`src/fault_mgr_regs.vh`:
```
// What this block does
// (RULE_01) config: tracking en, phase en, six latch selects
// (RULE_02) select one latches, zero retries; phase ignored
// (RULE_03) non-latching trip retries start every 130 ms
// (RULE_04) latching stays off until clear plus 130 ms
// (RULE_05) warnings never shut the converter down
// (RULE_06) temp warning above 120C, released below 117C
// (RULE_07) power-good report only when enabled
// (RULE_08) power good low outside 110%/90-95% window
// (RULE_09) power good checked in steady state only
// (RULE_10) power good warning clears status bit, restores
// (RULE_11) external low on power good is warning
// (RULE_12) any fault-class trip shuts converter off
// (RULE_13) overcurrent below undervoltage level: fast off
// (RULE_14) host should keep current-limit temperature compensation
// (RULE_15) undervoltage in steady state: regular ramp-down
// (RULE_16) overtemperature always active above 120C, regular off
// (RULE_17) non-latching overtemperature restarts below 110C
// (RULE_18) tracking deviation over 250 mV during ramp: fast off
// (RULE_19) overvoltage: high side off, low side on
// (RULE_20) overvoltage level 110-130% but at least 1.0 V
// (RULE_21) phase voltage error not implemented
// (RULE_22) local fault may propagate to other converters
// (RULE_23) 130 ms counted on clock from zero output
`ifndef FAULT_MGR_REGS_VH
`define FAULT_MGR_REGS_VH
`define PTC_RESET        8'h47
`define PTC_TRACK_EN     7
`define PTC_PHASE_EN     6
`define PTC_TR_LATCH     5
`define PTC_OT_LATCH     4
`define PTC_OC_LATCH     3
`define PTC_UV_LATCH     2
`define PTC_OV_LATCH     1
`define PTC_PH_LATCH     0
`define PRC_RESET        8'h3F
`define PRC_TEMP_MSG     7
`define PRC_PG_MSG       6
`define ST_TEMPW         6
`define ST_PG            5
`define ST_OC            4
`define ST_UV            3
`define ST_OT            2
`define ST_TR            1
`define ST_OV            0
`define ST_RESET         7'h7F
`define CLK_HZ           10000000
`define RESTART_MS       130
`define RESTART_CYCLES   (`RESTART_MS * (`CLK_HZ / 1000))
`define TEMP_WARN_ON_C   120
`define TEMP_WARN_OFF_C  117
`define TEMP_RESTART_C   110
`define TRACK_LIMIT_MV   250
`define OV_FLOOR_MV      1000
`endif

```
`src/restart_timer.v`:
```
`include "fault_mgr_regs.vh"
module restart_timer #(
  parameter CYCLES = `RESTART_CYCLES,
  parameter W      = 21
) (
  // clock and reset
  input  wire clk_in,
  input  wire reset_n_in,
  // control
  input  wire start_in,
  output wire done_out
);
  reg [W-1:0] count_reg;
  reg         run_reg;
  reg         done_reg;
  always @(posedge clk_in or negedge reset_n_in) begin
    if (!reset_n_in) begin
      count_reg <= {W{1'b0}};
      run_reg   <= 1'b0;
      done_reg  <= 1'b0;
    end else if (start_in) begin
      count_reg <= {W{1'b0}};
      run_reg   <= 1'b1;
      done_reg  <= 1'b0;
    end else if (run_reg) begin
      if (count_reg == CYCLES[W-1:0] - 1'b1) begin // [RULE_23]
        run_reg  <= 1'b0;
        done_reg <= 1'b1;
      end
      count_reg <= count_reg + 1'b1;
    end
  end
  assign done_out = done_reg;
endmodule // restart_timer

```
`src/voltage_window.v`:
```
`include "fault_mgr_regs.vh"
module voltage_window #(
  parameter VW = 12
) (
  // clock and reset
  input  wire          clk_in,
  input  wire          reset_n_in,
  // measurements in millivolts, power good and overvoltage level selects
  input  wire [VW-1:0] vout_mv_in,
  input  wire [VW-1:0] vset_mv_in,
  input  wire [VW-1:0] vref_ramp_mv_in,
  input  wire          pg_low_95_in,
  input  wire [1:0]    ov_level_in,
  // compare results
  output reg           pg_outside_out,
  output reg           ov_over_out,
  output reg           track_dev_out
);
  function [VW+7:0] pct;
    input [VW-1:0] v;
    input [7:0]    p;
    pct = v * p;
  endfunction
  wire [VW+7:0] vout100  = vout_mv_in * 8'h64;
  wire [VW+7:0] pg_hi    = pct(vset_mv_in, 8'h6E);
  wire [VW+7:0] pg_lo    = pct(vset_mv_in, pg_low_95_in ? 8'h5F : 8'h5A);
  wire [7:0]    ov_pct   = (ov_level_in == 2'h0) ? 8'h6E :
                           (ov_level_in == 2'h1) ? 8'h78 : 8'h82;
  wire [VW+7:0] ov_raw   = pct(vset_mv_in, ov_pct);
  localparam [31:0] OV_FLOOR = `OV_FLOOR_MV * 100;
  wire [VW+7:0] ov_floor = OV_FLOOR[VW+7:0];
  wire [VW+7:0] ov_lvl   = (ov_raw < ov_floor) ? ov_floor : ov_raw; // [RULE_20]
  wire [VW:0]   diff     = (vout_mv_in > vref_ramp_mv_in) ?
                           {1'b0, vout_mv_in - vref_ramp_mv_in} :
                           {1'b0, vref_ramp_mv_in - vout_mv_in};
  always @(posedge clk_in or negedge reset_n_in) begin
    if (!reset_n_in) begin
      pg_outside_out <= 1'b0;
      ov_over_out    <= 1'b0;
      track_dev_out  <= 1'b0;
    end else begin
      pg_outside_out <= (vout100 > pg_hi) || (vout100 < pg_lo); // [RULE_08]
      ov_over_out    <= vout100 > ov_lvl;
      track_dev_out  <= diff > `TRACK_LIMIT_MV; // [RULE_18]
    end
  end
endmodule // voltage_window

```
`src/fault_manager.v`:
```
`include "fault_mgr_regs.vh"
module fault_manager #(
  parameter VW             = 12,
  parameter RESTART_CYCLES = `RESTART_CYCLES
) (
  // clock and reset
  input  wire          clk_in,
  input  wire          reset_n_in,
  // register access from serial interface
  input  wire          ptc_wr_in,
  input  wire [7:0]    ptc_wdata_in,
  input  wire          prc_wr_in,
  input  wire [7:0]    prc_wdata_in,
  input  wire          st_clear_wr_in,
  input  wire [6:0]    st_clear_mask_in,
  input  wire          pg_low_95_in,
  input  wire [1:0]    ov_level_in,
  output reg  [7:0]    protection_type_config_out,
  output reg  [7:0]    propagation_report_config_out,
  output reg  [6:0]    protection_status_out,
  // converter state
  input  wire          turn_on_in,
  input  wire          steady_state_in,
  input  wire          ramping_up_in,
  input  wire          above_prebias_in,
  input  wire          output_at_zero_in,
  input  wire          current_limit_in,
  input  wire          below_uv_in,
  input  wire signed [9:0] temp_c_in,
  input  wire [VW-1:0] vout_mv_in,
  input  wire [VW-1:0] vset_mv_in,
  input  wire [VW-1:0] vref_ramp_mv_in,
  // power good open-drain pin
  input  wire          power_good_in,
  output wire          power_good_output_out,
  output wire          power_good_oe_out,
  // converter control
  output reg           enable_out,
  output reg           fast_off_out,
  output reg           low_side_on_out,
  // reports and propagation
  output reg           temp_warning_msg_out,
  output reg           power_good_msg_out,
  output reg           propagate_out
);
  localparam S_RUN  = 4'b0001;
  localparam S_OFF  = 4'b0010;
  localparam S_WAIT = 4'b0100;
  localparam S_HOLD = 4'b1000;

  reg  [3:0] state_reg;
  reg  [3:0] state_next;
  reg        latched_reg;
  reg        temp_warn_reg;
  reg        turn_on_d_reg;
  reg  [6:0] cause_reg;
  wire       pg_outside;
  wire       ov_over;
  wire       track_dev;
  wire       timer_done;
  wire       timer_start = (state_reg == S_OFF) && output_at_zero_in; // [RULE_23]

  voltage_window #(.VW(VW)) u_window (
    .clk_in          (clk_in),
    .reset_n_in      (reset_n_in),
    .vout_mv_in      (vout_mv_in),
    .vset_mv_in      (vset_mv_in),
    .vref_ramp_mv_in (vref_ramp_mv_in),
    .pg_low_95_in    (pg_low_95_in),
    .ov_level_in     (ov_level_in),
    .pg_outside_out  (pg_outside),
    .ov_over_out     (ov_over),
    .track_dev_out   (track_dev)
  );

  restart_timer #(.CYCLES(RESTART_CYCLES)) u_timer (
    .clk_in     (clk_in),
    .reset_n_in (reset_n_in),
    .start_in   (timer_start),
    .done_out   (timer_done)
  );

  wire [7:0] ptc = protection_type_config_out;
  // detection conditions; phase error never raised [RULE_21]
  wire oc_det = above_prebias_in && current_limit_in && below_uv_in; // [RULE_13]
  wire uv_det = steady_state_in && below_uv_in && !oc_det; // [RULE_15]
  wire ot_det = temp_c_in > 10'sd120; // [RULE_16]
  wire tr_det = ptc[`PTC_TRACK_EN] && ramping_up_in && track_dev; // [RULE_18]
  wire ov_det = above_prebias_in && ov_over; // [RULE_19]
  wire fault  = state_reg == S_RUN && (oc_det || uv_det || ot_det || tr_det || ov_det);
  wire fast   = oc_det || tr_det; // [RULE_13] [RULE_18]
  wire latch_sel = (oc_det && ptc[`PTC_OC_LATCH]) || (uv_det && ptc[`PTC_UV_LATCH]) ||
                   (ot_det && ptc[`PTC_OT_LATCH]) || (tr_det && ptc[`PTC_TR_LATCH]) ||
                   (ov_det && ptc[`PTC_OV_LATCH]); // [RULE_02]
  wire cause_gone = !(cause_reg[`ST_OC] && oc_det) && !(cause_reg[`ST_UV] && uv_det) &&
                    !(cause_reg[`ST_TR] && tr_det) && !(cause_reg[`ST_OV] && ov_det) &&
                    !(cause_reg[`ST_OT] && temp_c_in >= 10'sd110); // [RULE_17]
  wire turn_on_cycled = turn_on_in && !turn_on_d_reg;
  wire st_cleared = st_clear_wr_in && |(st_clear_mask_in & cause_reg);

  // power good: held low outside steady state, sensed externally too
  wire pg_drive_low = !steady_state_in || pg_outside; // [RULE_09] [RULE_08]
  assign power_good_output_out = 1'b0;
  assign power_good_oe_out     = pg_drive_low;
  wire pg_warn = steady_state_in && (pg_outside || !power_good_in); // [RULE_11]

  always @* begin
    state_next = state_reg;
    case (state_reg)
      S_RUN:  if (fault) state_next = S_OFF; // [RULE_12]
      S_OFF:  if (output_at_zero_in) state_next = S_WAIT;
      S_WAIT: if (timer_done) state_next = S_HOLD;
      S_HOLD: if (cause_gone && (!latched_reg || st_cleared || turn_on_cycled))
                state_next = S_RUN; // [RULE_03] [RULE_04]
      default: state_next = S_RUN;
    endcase
  end

  always @(posedge clk_in or negedge reset_n_in) begin
    if (!reset_n_in) begin
      state_reg     <= S_RUN;
      latched_reg   <= 1'b0;
      temp_warn_reg <= 1'b0;
      turn_on_d_reg <= 1'b0;
      cause_reg     <= 7'h00;
      protection_type_config_out    <= `PTC_RESET;
      propagation_report_config_out <= `PRC_RESET;
      protection_status_out         <= `ST_RESET;
      enable_out           <= 1'b0;
      fast_off_out         <= 1'b0;
      low_side_on_out      <= 1'b0;
      temp_warning_msg_out <= 1'b0;
      power_good_msg_out   <= 1'b0;
      propagate_out        <= 1'b0;
    end else begin
      state_reg     <= state_next;
      turn_on_d_reg <= turn_on_in;
      if (ptc_wr_in)
        protection_type_config_out <= ptc_wdata_in; // [RULE_01]
      if (prc_wr_in)
        propagation_report_config_out <= prc_wdata_in;
      // temperature warning hysteresis, never shuts down
      if (temp_c_in > 10'sd120)
        temp_warn_reg <= 1'b1; // [RULE_06] [RULE_05]
      else if (temp_c_in < 10'sd117)
        temp_warn_reg <= 1'b0;
      if (fault) begin
        latched_reg <= latch_sel;
        cause_reg   <= {2'b00, oc_det, uv_det, ot_det, tr_det, ov_det};
      end else if (state_next == S_RUN && state_reg == S_HOLD) begin
        cause_reg <= 7'h00;
      end
      // status: zero means flagged; hardware set wins over clear
      protection_status_out[`ST_TEMPW] <= !temp_warn_reg; // [RULE_06]
      protection_status_out[`ST_PG]    <= !pg_warn; // [RULE_10]
      if (fault) begin
        protection_status_out[4:0] <= protection_status_out[4:0] &
          ~{oc_det, uv_det, ot_det, tr_det, ov_det};
      end else if (st_clear_wr_in) begin
        protection_status_out[4:0] <= protection_status_out[4:0] | st_clear_mask_in[4:0];
      end
      enable_out      <= turn_on_in && (state_next == S_RUN);
      if (fault) begin
        fast_off_out    <= fast || ov_det; // [RULE_19]
        low_side_on_out <= ov_det; // [RULE_19]
      end else if (state_next == S_RUN) begin
        fast_off_out    <= 1'b0;
        low_side_on_out <= 1'b0;
      end
      temp_warning_msg_out <= temp_warn_reg && propagation_report_config_out[`PRC_TEMP_MSG];
      power_good_msg_out   <= pg_warn && propagation_report_config_out[`PRC_PG_MSG]; // [RULE_07]
      propagate_out <= (state_next != S_RUN) &&
        |(cause_reg[4:0] & {propagation_report_config_out[3], propagation_report_config_out[2],
          propagation_report_config_out[4], propagation_report_config_out[5],
          propagation_report_config_out[1]}); // [RULE_22]
    end
  end
endmodule // fault_manager

```
`config.mk`:
```
export PLATFORM = sky130hd
export DESIGN_NAME = fault_manager
export DESIGN_NICKNAME = d
export VERILOG_FILES = /design/src/restart_timer.v /design/src/voltage_window.v /design/src/fault_manager.v
export VERILOG_INCLUDE_DIRS = /design/src
export SDC_FILE = /design/constraint.sdc
export NUM_CORES = 1
export LEC_CHECK = 0
export BUFFER_PORTS_ARGS = -buffer_cell sky130_fd_sc_hd__buf_4
export CAP_MARGIN = 25
export CORE_MARGIN = 2
export CORE_UTILIZATION = 41
export DETAILED_ROUTE_END_ITERATION = 10
export GPL_ROUTABILITY_DRIVEN = 1
export HOLD_SLACK_MARGIN = 0.12
export PLACE_DENSITY = 0.58
export SYNTH_ARGS = -nofsm -noshare
export SYNTH_HDL_FRONTEND = slang
export SYNTH_HIERARCHICAL = 1
export SYNTH_SLANG_ARGS = --single-unit
```
`constraint.sdc`:
```
create_clock -name clk_in -period 4.7 [get_ports clk_in]
set_input_delay 0.47 -clock clk_in [delete_from_list [all_inputs] [get_ports clk_in]]
set_output_delay 0.47 -clock clk_in [all_outputs]
set_load 0.02 [all_outputs]
```
Word-level counts from Yosys, hierarchy flattened
Index checks and enable logic that the tools add are counted.
{"block": "word_totals", "regBits": 69, "input_bits": 85, "output_inout_bits": 31, "elab_cells": 146}
{"block": "classes", "add_sub_neg": 3, "mul": 4, "order_cmp": 9, "eq_ne": 8, "n_mux": 27, "n_bitwise": 5, "reduce_logical": 69}
{"cell": "$mux 21", "n": 2}
{"cell": "$mul 12x8->20", "n": 2}
{"cell": "$logic_and 1x1->1", "n": 32}
{"cell": "$sub 12x12->12", "n": 2}
{"cell": "$add 21x1->21 const B", "n": 1}
{"cell": "$eq 21x21->1 const B", "n": 1}
{"cell": "$gt 19x20->1", "n": 1}
{"cell": "$lt 19x20->1", "n": 1}
{"cell": "$lt 20x17->1 const B", "n": 1}
{"cell": "$mux 20", "n": 1}
{"cell": "$gt 19x19->1", "n": 1}
{"cell": "$mul 12x6->18 const B", "n": 1}
{"cell": "$mul 12x5->17 const B", "n": 1}
{"cell": "$mux 4", "n": 4}
{"cell": "$mux 8", "n": 2}
{"cell": "$pmux 4 s4", "n": 1}
{"cell": "$logic_or 1x1->1", "n": 15}
{"cell": "$mux 7", "n": 2}
{"cell": "$gt 13x8->1 const B", "n": 1}
{"cell": "$gt 12x12->1", "n": 1}
{"cell": "$logic_not 1->1", "n": 12}
{"cell": "$mux 12", "n": 1}
{"cell": "$reduce_bool 2->1", "n": 6}
{"cell": "$mux 1", "n": 11}
{"cell": "other kinds (19)", "n": 22}

Logic depth before layout (Yosys ltp)
{"block": "logic_depth", "word_depth": 17, "mapped_depth": 30, "depth_no_buf": 29}

Cells and area by module
Netlist, hierarchy kept.
{"mod": "voltage_window", "n_inst": 1, "cells_each": 1181, "area_per_inst_um2": 9979.6, "seq_area_each_um2": 75.1}
{"mod": "fault_manager", "n_inst": 1, "cells_each": 166, "area_per_inst_um2": 1921.8, "seq_area_each_um2": 1048.5}
{"mod": "restart_timer", "n_inst": 1, "cells_each": 121, "area_per_inst_um2": 1189.9, "seq_area_each_um2": 575.6}

Least setup slack after synthesis
Ideal clock, no wire load.
{"block": "synth_path", "kind": "in2reg", "startpoint": "input port ov_level_in[1]", "endpoint": "register u_window.ov_over_out", "arrival_time_ns": 6.355, "required_ns": 4.579, "slack_ns": -1.776, "path_stages": 26, "n_path_buf": 1, "path_cell_list": "clkbuf_1 or3_1 fa_1 fa_1 inv_1 fa_1 inv_1 fa_1 inv_1 ha_1 and3_1 a2111o_1 o211ai_2 a21bo_1 o211ai_2 a211oi_4 a21oi_1 ha_1 a21o_1 a21o_1 a21oi_1 o211ai_1 a21oi_1 nor2_1 and3_1 a22o_1"}
{"block": "synth_between", "elab_chain_len": 7, "elab_cells_between_ends": 8}
{"element": "from (decl)", "line": "fault_manager.v:17", "source": "input wire [1:0] ov_level_in,"}
{"element": "$eq 2x1->1", "line": "voltage_window.v:28", "source": "(ov_level_in == 2'h1) ? 8'h78 : 8'h82;"}
{"element": "$mux 8", "line": "voltage_window.v:28"}
{"element": "$mux 8 *", "line": "voltage_window.v:27", "source": "wire [7:0] ov_pct = (ov_level_in == 2'h0) ? 8'h6E :"}
{"element": "$mul 12x8->20 *", "line": "voltage_window.v:22", "source": "pct = v * p;"}
{"element": "$lt 20x17->1", "line": "voltage_window.v:32", "source": "wire [VW+7:0] ov_lvl = (ov_raw < ov_floor) ? ov_floor : ov_raw;"}
{"element": "$mux 20 *", "line": "voltage_window.v:32"}
{"element": "$gt 19x20->1 *", "line": "voltage_window.v:43", "source": "ov_over_out <= vout100 > ov_lvl;"}
{"element": "to (signal assigned)", "line": "voltage_window.v:43"}
{"element": "to (decl)", "line": "voltage_window.v:16", "source": "output reg ov_over_out,"}
Mark *: on every way between the ends. The rest lies on a longest branch, timed or not.
A chain may end at the register's enable or synchronous reset.

Final worst setup path
Ends and elaborated chain as after synthesis.

==> summary.md <==
| Metric | Value |
|---|---|
| Clock Path Buffers | `2` |
| Pre-CTS setup slack | `-2.00 ns` |
| FP Rows | `65` |
| Failing checks | `negative setup slack` |
| Leak | `8.70 nW` |
| Routability-driven placement congestion ratio | `0.856` |
| DR WL/cell | `approximately 15 um` |
| Top_reg_cell synth | `dfrtp_1` |
| Worst-skew pair later-pin latency | `roughly 0.34 ns` |
| Least-Margin Pin Slew | `0.843 ns` |
| CTS Root Buffer Type | `clkbuf_16` |
| Worst-path clk slew | `0.05 ns` |
| Drt first pass iters | `5` |
| Share of synthesized registers carrying an async set or reset | `100%` |
| Share of layout cells above drive strength 1 | `27.8%` |
| Final hold vios | `0` |
| GR Util met2 | `34.8%` |
| GR Layer Usage met3 | `1.52%` |
| CTS Buf Count | `9` |
| Initial antenna violation count | `0` |
| # setup viols final | `2` |
| DR vias/cell | `5.10` |
| RSZ-0062 raised after global routing | `yes` |
| #FFs+latches synth | `67` |
| M1 GR Usage | `27.5%` |
| Sequential element share of the synthesized area | `13.0%` |
| Die Y | `roughly 180 um` |
| Area leader, netlist | `ha_1` |
| Input/output buffers | `112` |
| CP max-delay cell | `fa_1` |
| Iter 0 DRT Violations | `slightly above 500` |
| Final ANT Viol Nets | `0` |
| Clock Sinks | `67` |
| Die W | `approximately 180 um` |
| Maximum number of pins on one net before global-route repair | `68` |
| PwrDens | `512 mW/mm2` |
| Gr usage total | `20.2%` |
| Placed cells | `2174` |
| Antenna fix cells | `0` |
| Max_cap viols | `0` |
| # IOs | `116` |
| Fillers | `about 3000` |
| Core box area | `around 0.031 mm2` |
| Skew final | `0.00740 ns` |
| Final Max Slew Viols | `0` |
| Pwr Total | `8.65 mW` |
| Netlist Area Pre-Place | `roughly 0.013 mm2` |
| Syn avg cell area | `8.92 um2` |
| Final period util | `131%` |
| Grt ovf | `0` |
| Max IR drop VDD | `0.252 mV` |
| Synth top area share | `approximately a quarter` |
| CP Max Fanout | `17` |
| Die area | `0.0334 mm2` |
| Post-synth EDFFs | `0` |
| Syn_nets | `1916` |
| First-pass GRT wire length | `55200 um` |
| Status | `finished with violations` |
| Total number of vias | `11209` |
| Worst Path Arrival | `6.36 ns` |
| Type of origin of the critical path | `input pin` |
| CP most frequent cell | `fa_1` |
| Yosys cell types | `94` |
| Worst EP required | `4.92 ns` |
| Hold Crit Class | `in2async` |
| Fin crit period | `6.15 ns` |
| Setup ws final | `-1.45 ns` |
| CTS H-Tree Depth | `3` |
| Max_slew headroom | `43.8%` |
| Finished Layout Cells | `2197` |
| Area grow syn2layout | `29.1%` |
| Synth top area cells | `ha_1 (24%), fa_1 (17%), dfrtp_1 (9.4%)` |
| Post-DP HPWL | `28200 um` |
| Synth cell count leaders | `ha_1 (249), inv_1 (226), fa_1 (114), a21oi_1 (85)` |
| GR peak layer | `met2` |
| CP Capture Type | `flop` |
| Syn. warnings | `6` |
| Final WL | `~33000 um` |
| Count leader, synth | `ha_1` |
| Max stage delay on crit path | `0.50 ns` |
| Worst setup path class | `in2reg` |
| Vias in the first global route | `11367` |
| CTS tree | `built` |
| Nets@finish | `2238` |
| # DRC | `0` |
| Buf/Inv on CP | `5` |
| Initial core utilization | `41.6%` |
| CP top delay family | `adder cells` |
| Post-synthesis cell count | `1468` |
| Number of flip-flops in the largest register | `21` |
| FMAX | `163 MHz` |
| Hold buffer count at CTS | `0` |
## metal layers
layer,part of all wire (%),vias to the layer above
met5,0,-
met3,2.4,27
met1,48,5329
met2,48,147
met4,2.1,0
li1,-,5706
## worst reg2reg max path, cell delays in order (launching register included)
cell     delay (ns)
dfrtp_1        0.48
nor4b_1        0.51
and2_1         0.54
nor2_1         0.25
or4b_4         0.60
or3_1          0.32
a21oi_1        0.14
## where the power goes
group / internal, mW / leakage [nW] / switching [mW] / total [mW]
Combinational: 3.50 / 7.70 / 3.41 / 6.90
Clock: 0.587 / 0.179 / 0.255 / 0.842
Sequential: 0.749 / 0.817 / 0.159 / 0.908
## final cells by class
| class | instances | area, um2 | share of cell area [%] |
|---|---|---|---|
| Sequential cell | 67 | 1700 | 10.1 |
| Multi-Input combinational cell | 1141 | 10800 | 64.0 |
| Clock buffer | 10 | 239 | 1.41 |
| Clock inverter | 6 | 136 | 0.807 |
| Timing Repair Buffer | 345 | 2660 | 15.7 |
| Inverter | 226 | 860 | 5.08 |
| Tap cell | 402 | 503 | 2.98 |
## cells in the final DEF (no fill, tap or decap), types with 28 or more instances in the layout
master / n
and2_1: 33
nand3_1: 33
a21o_1: 38
ha_1: 231
o21ai_0: 47
inv_1: 219
xor2_1: 28
nor2_1: 75
fa_1: 114
nor3_1: 28
xnor2_1: 34
a21oi_1: 78
buf_4: 332
dfrtp_1: 49
nand2_1: 76
## worst paths after layout
kind / from / endpoint / slack [ns] / cells after the start
max: ov_level_in[1] / u_window/ov_over_out / -1.45 / 27
min: reset_n_in / u_timer/count_reg[17] / 0.24 / 1
max reg2reg: state_reg[2] / u_timer/count_reg[11] / 1.81 / 6
min reg2reg: temp_warn_reg / protection_status_out[6] / 0.41 / 1
max in group asynchronous: reset_n_in / cause_reg[2] / 3.91 / 1
min in group clk_in: turn_on_in / turn_on_d_reg / 0.27 / 1
## logic make-up after synthesis
logic type | Yosys count | share of synthesized area, %
compound gates | 297 | 15.6
buf+inv | 260 | 7.69
fa+ha+maj | 363 | 41.2
mux | 25 | 2.06
other cells | 2 | 0.0574
xor+xnor | 66 | 4.42
simple gates | 388 | 16.0
flops | 67 | 13.0
## stage by stage
step	util [%]	TNS, ns	hold slack, ns	cell area [um2]
after global routing	53.7	-2.53	0.259	16900
after detailed placement	51.4	-3.12	0.410	16200
after CTS	53.2	-2.11	0.256	16800
final	53.7	-2.14	0.236	16900
after floorplan	-	-1.76	0.174	13300
after global placement	51.4	-2.88	0.401	16200
## repair_timing
| item | CTS | global route |
|---|---|---|
| endpoints found under the setup margin | 2 | 2 |
| pin swaps | 28 | 33 |
| endpoints found under the hold margin | 0 | 0 |
| setup buffers | 8 | 0 |
| resized for setup | 32 | 31 |
Power figures use the tool's default switching activity.
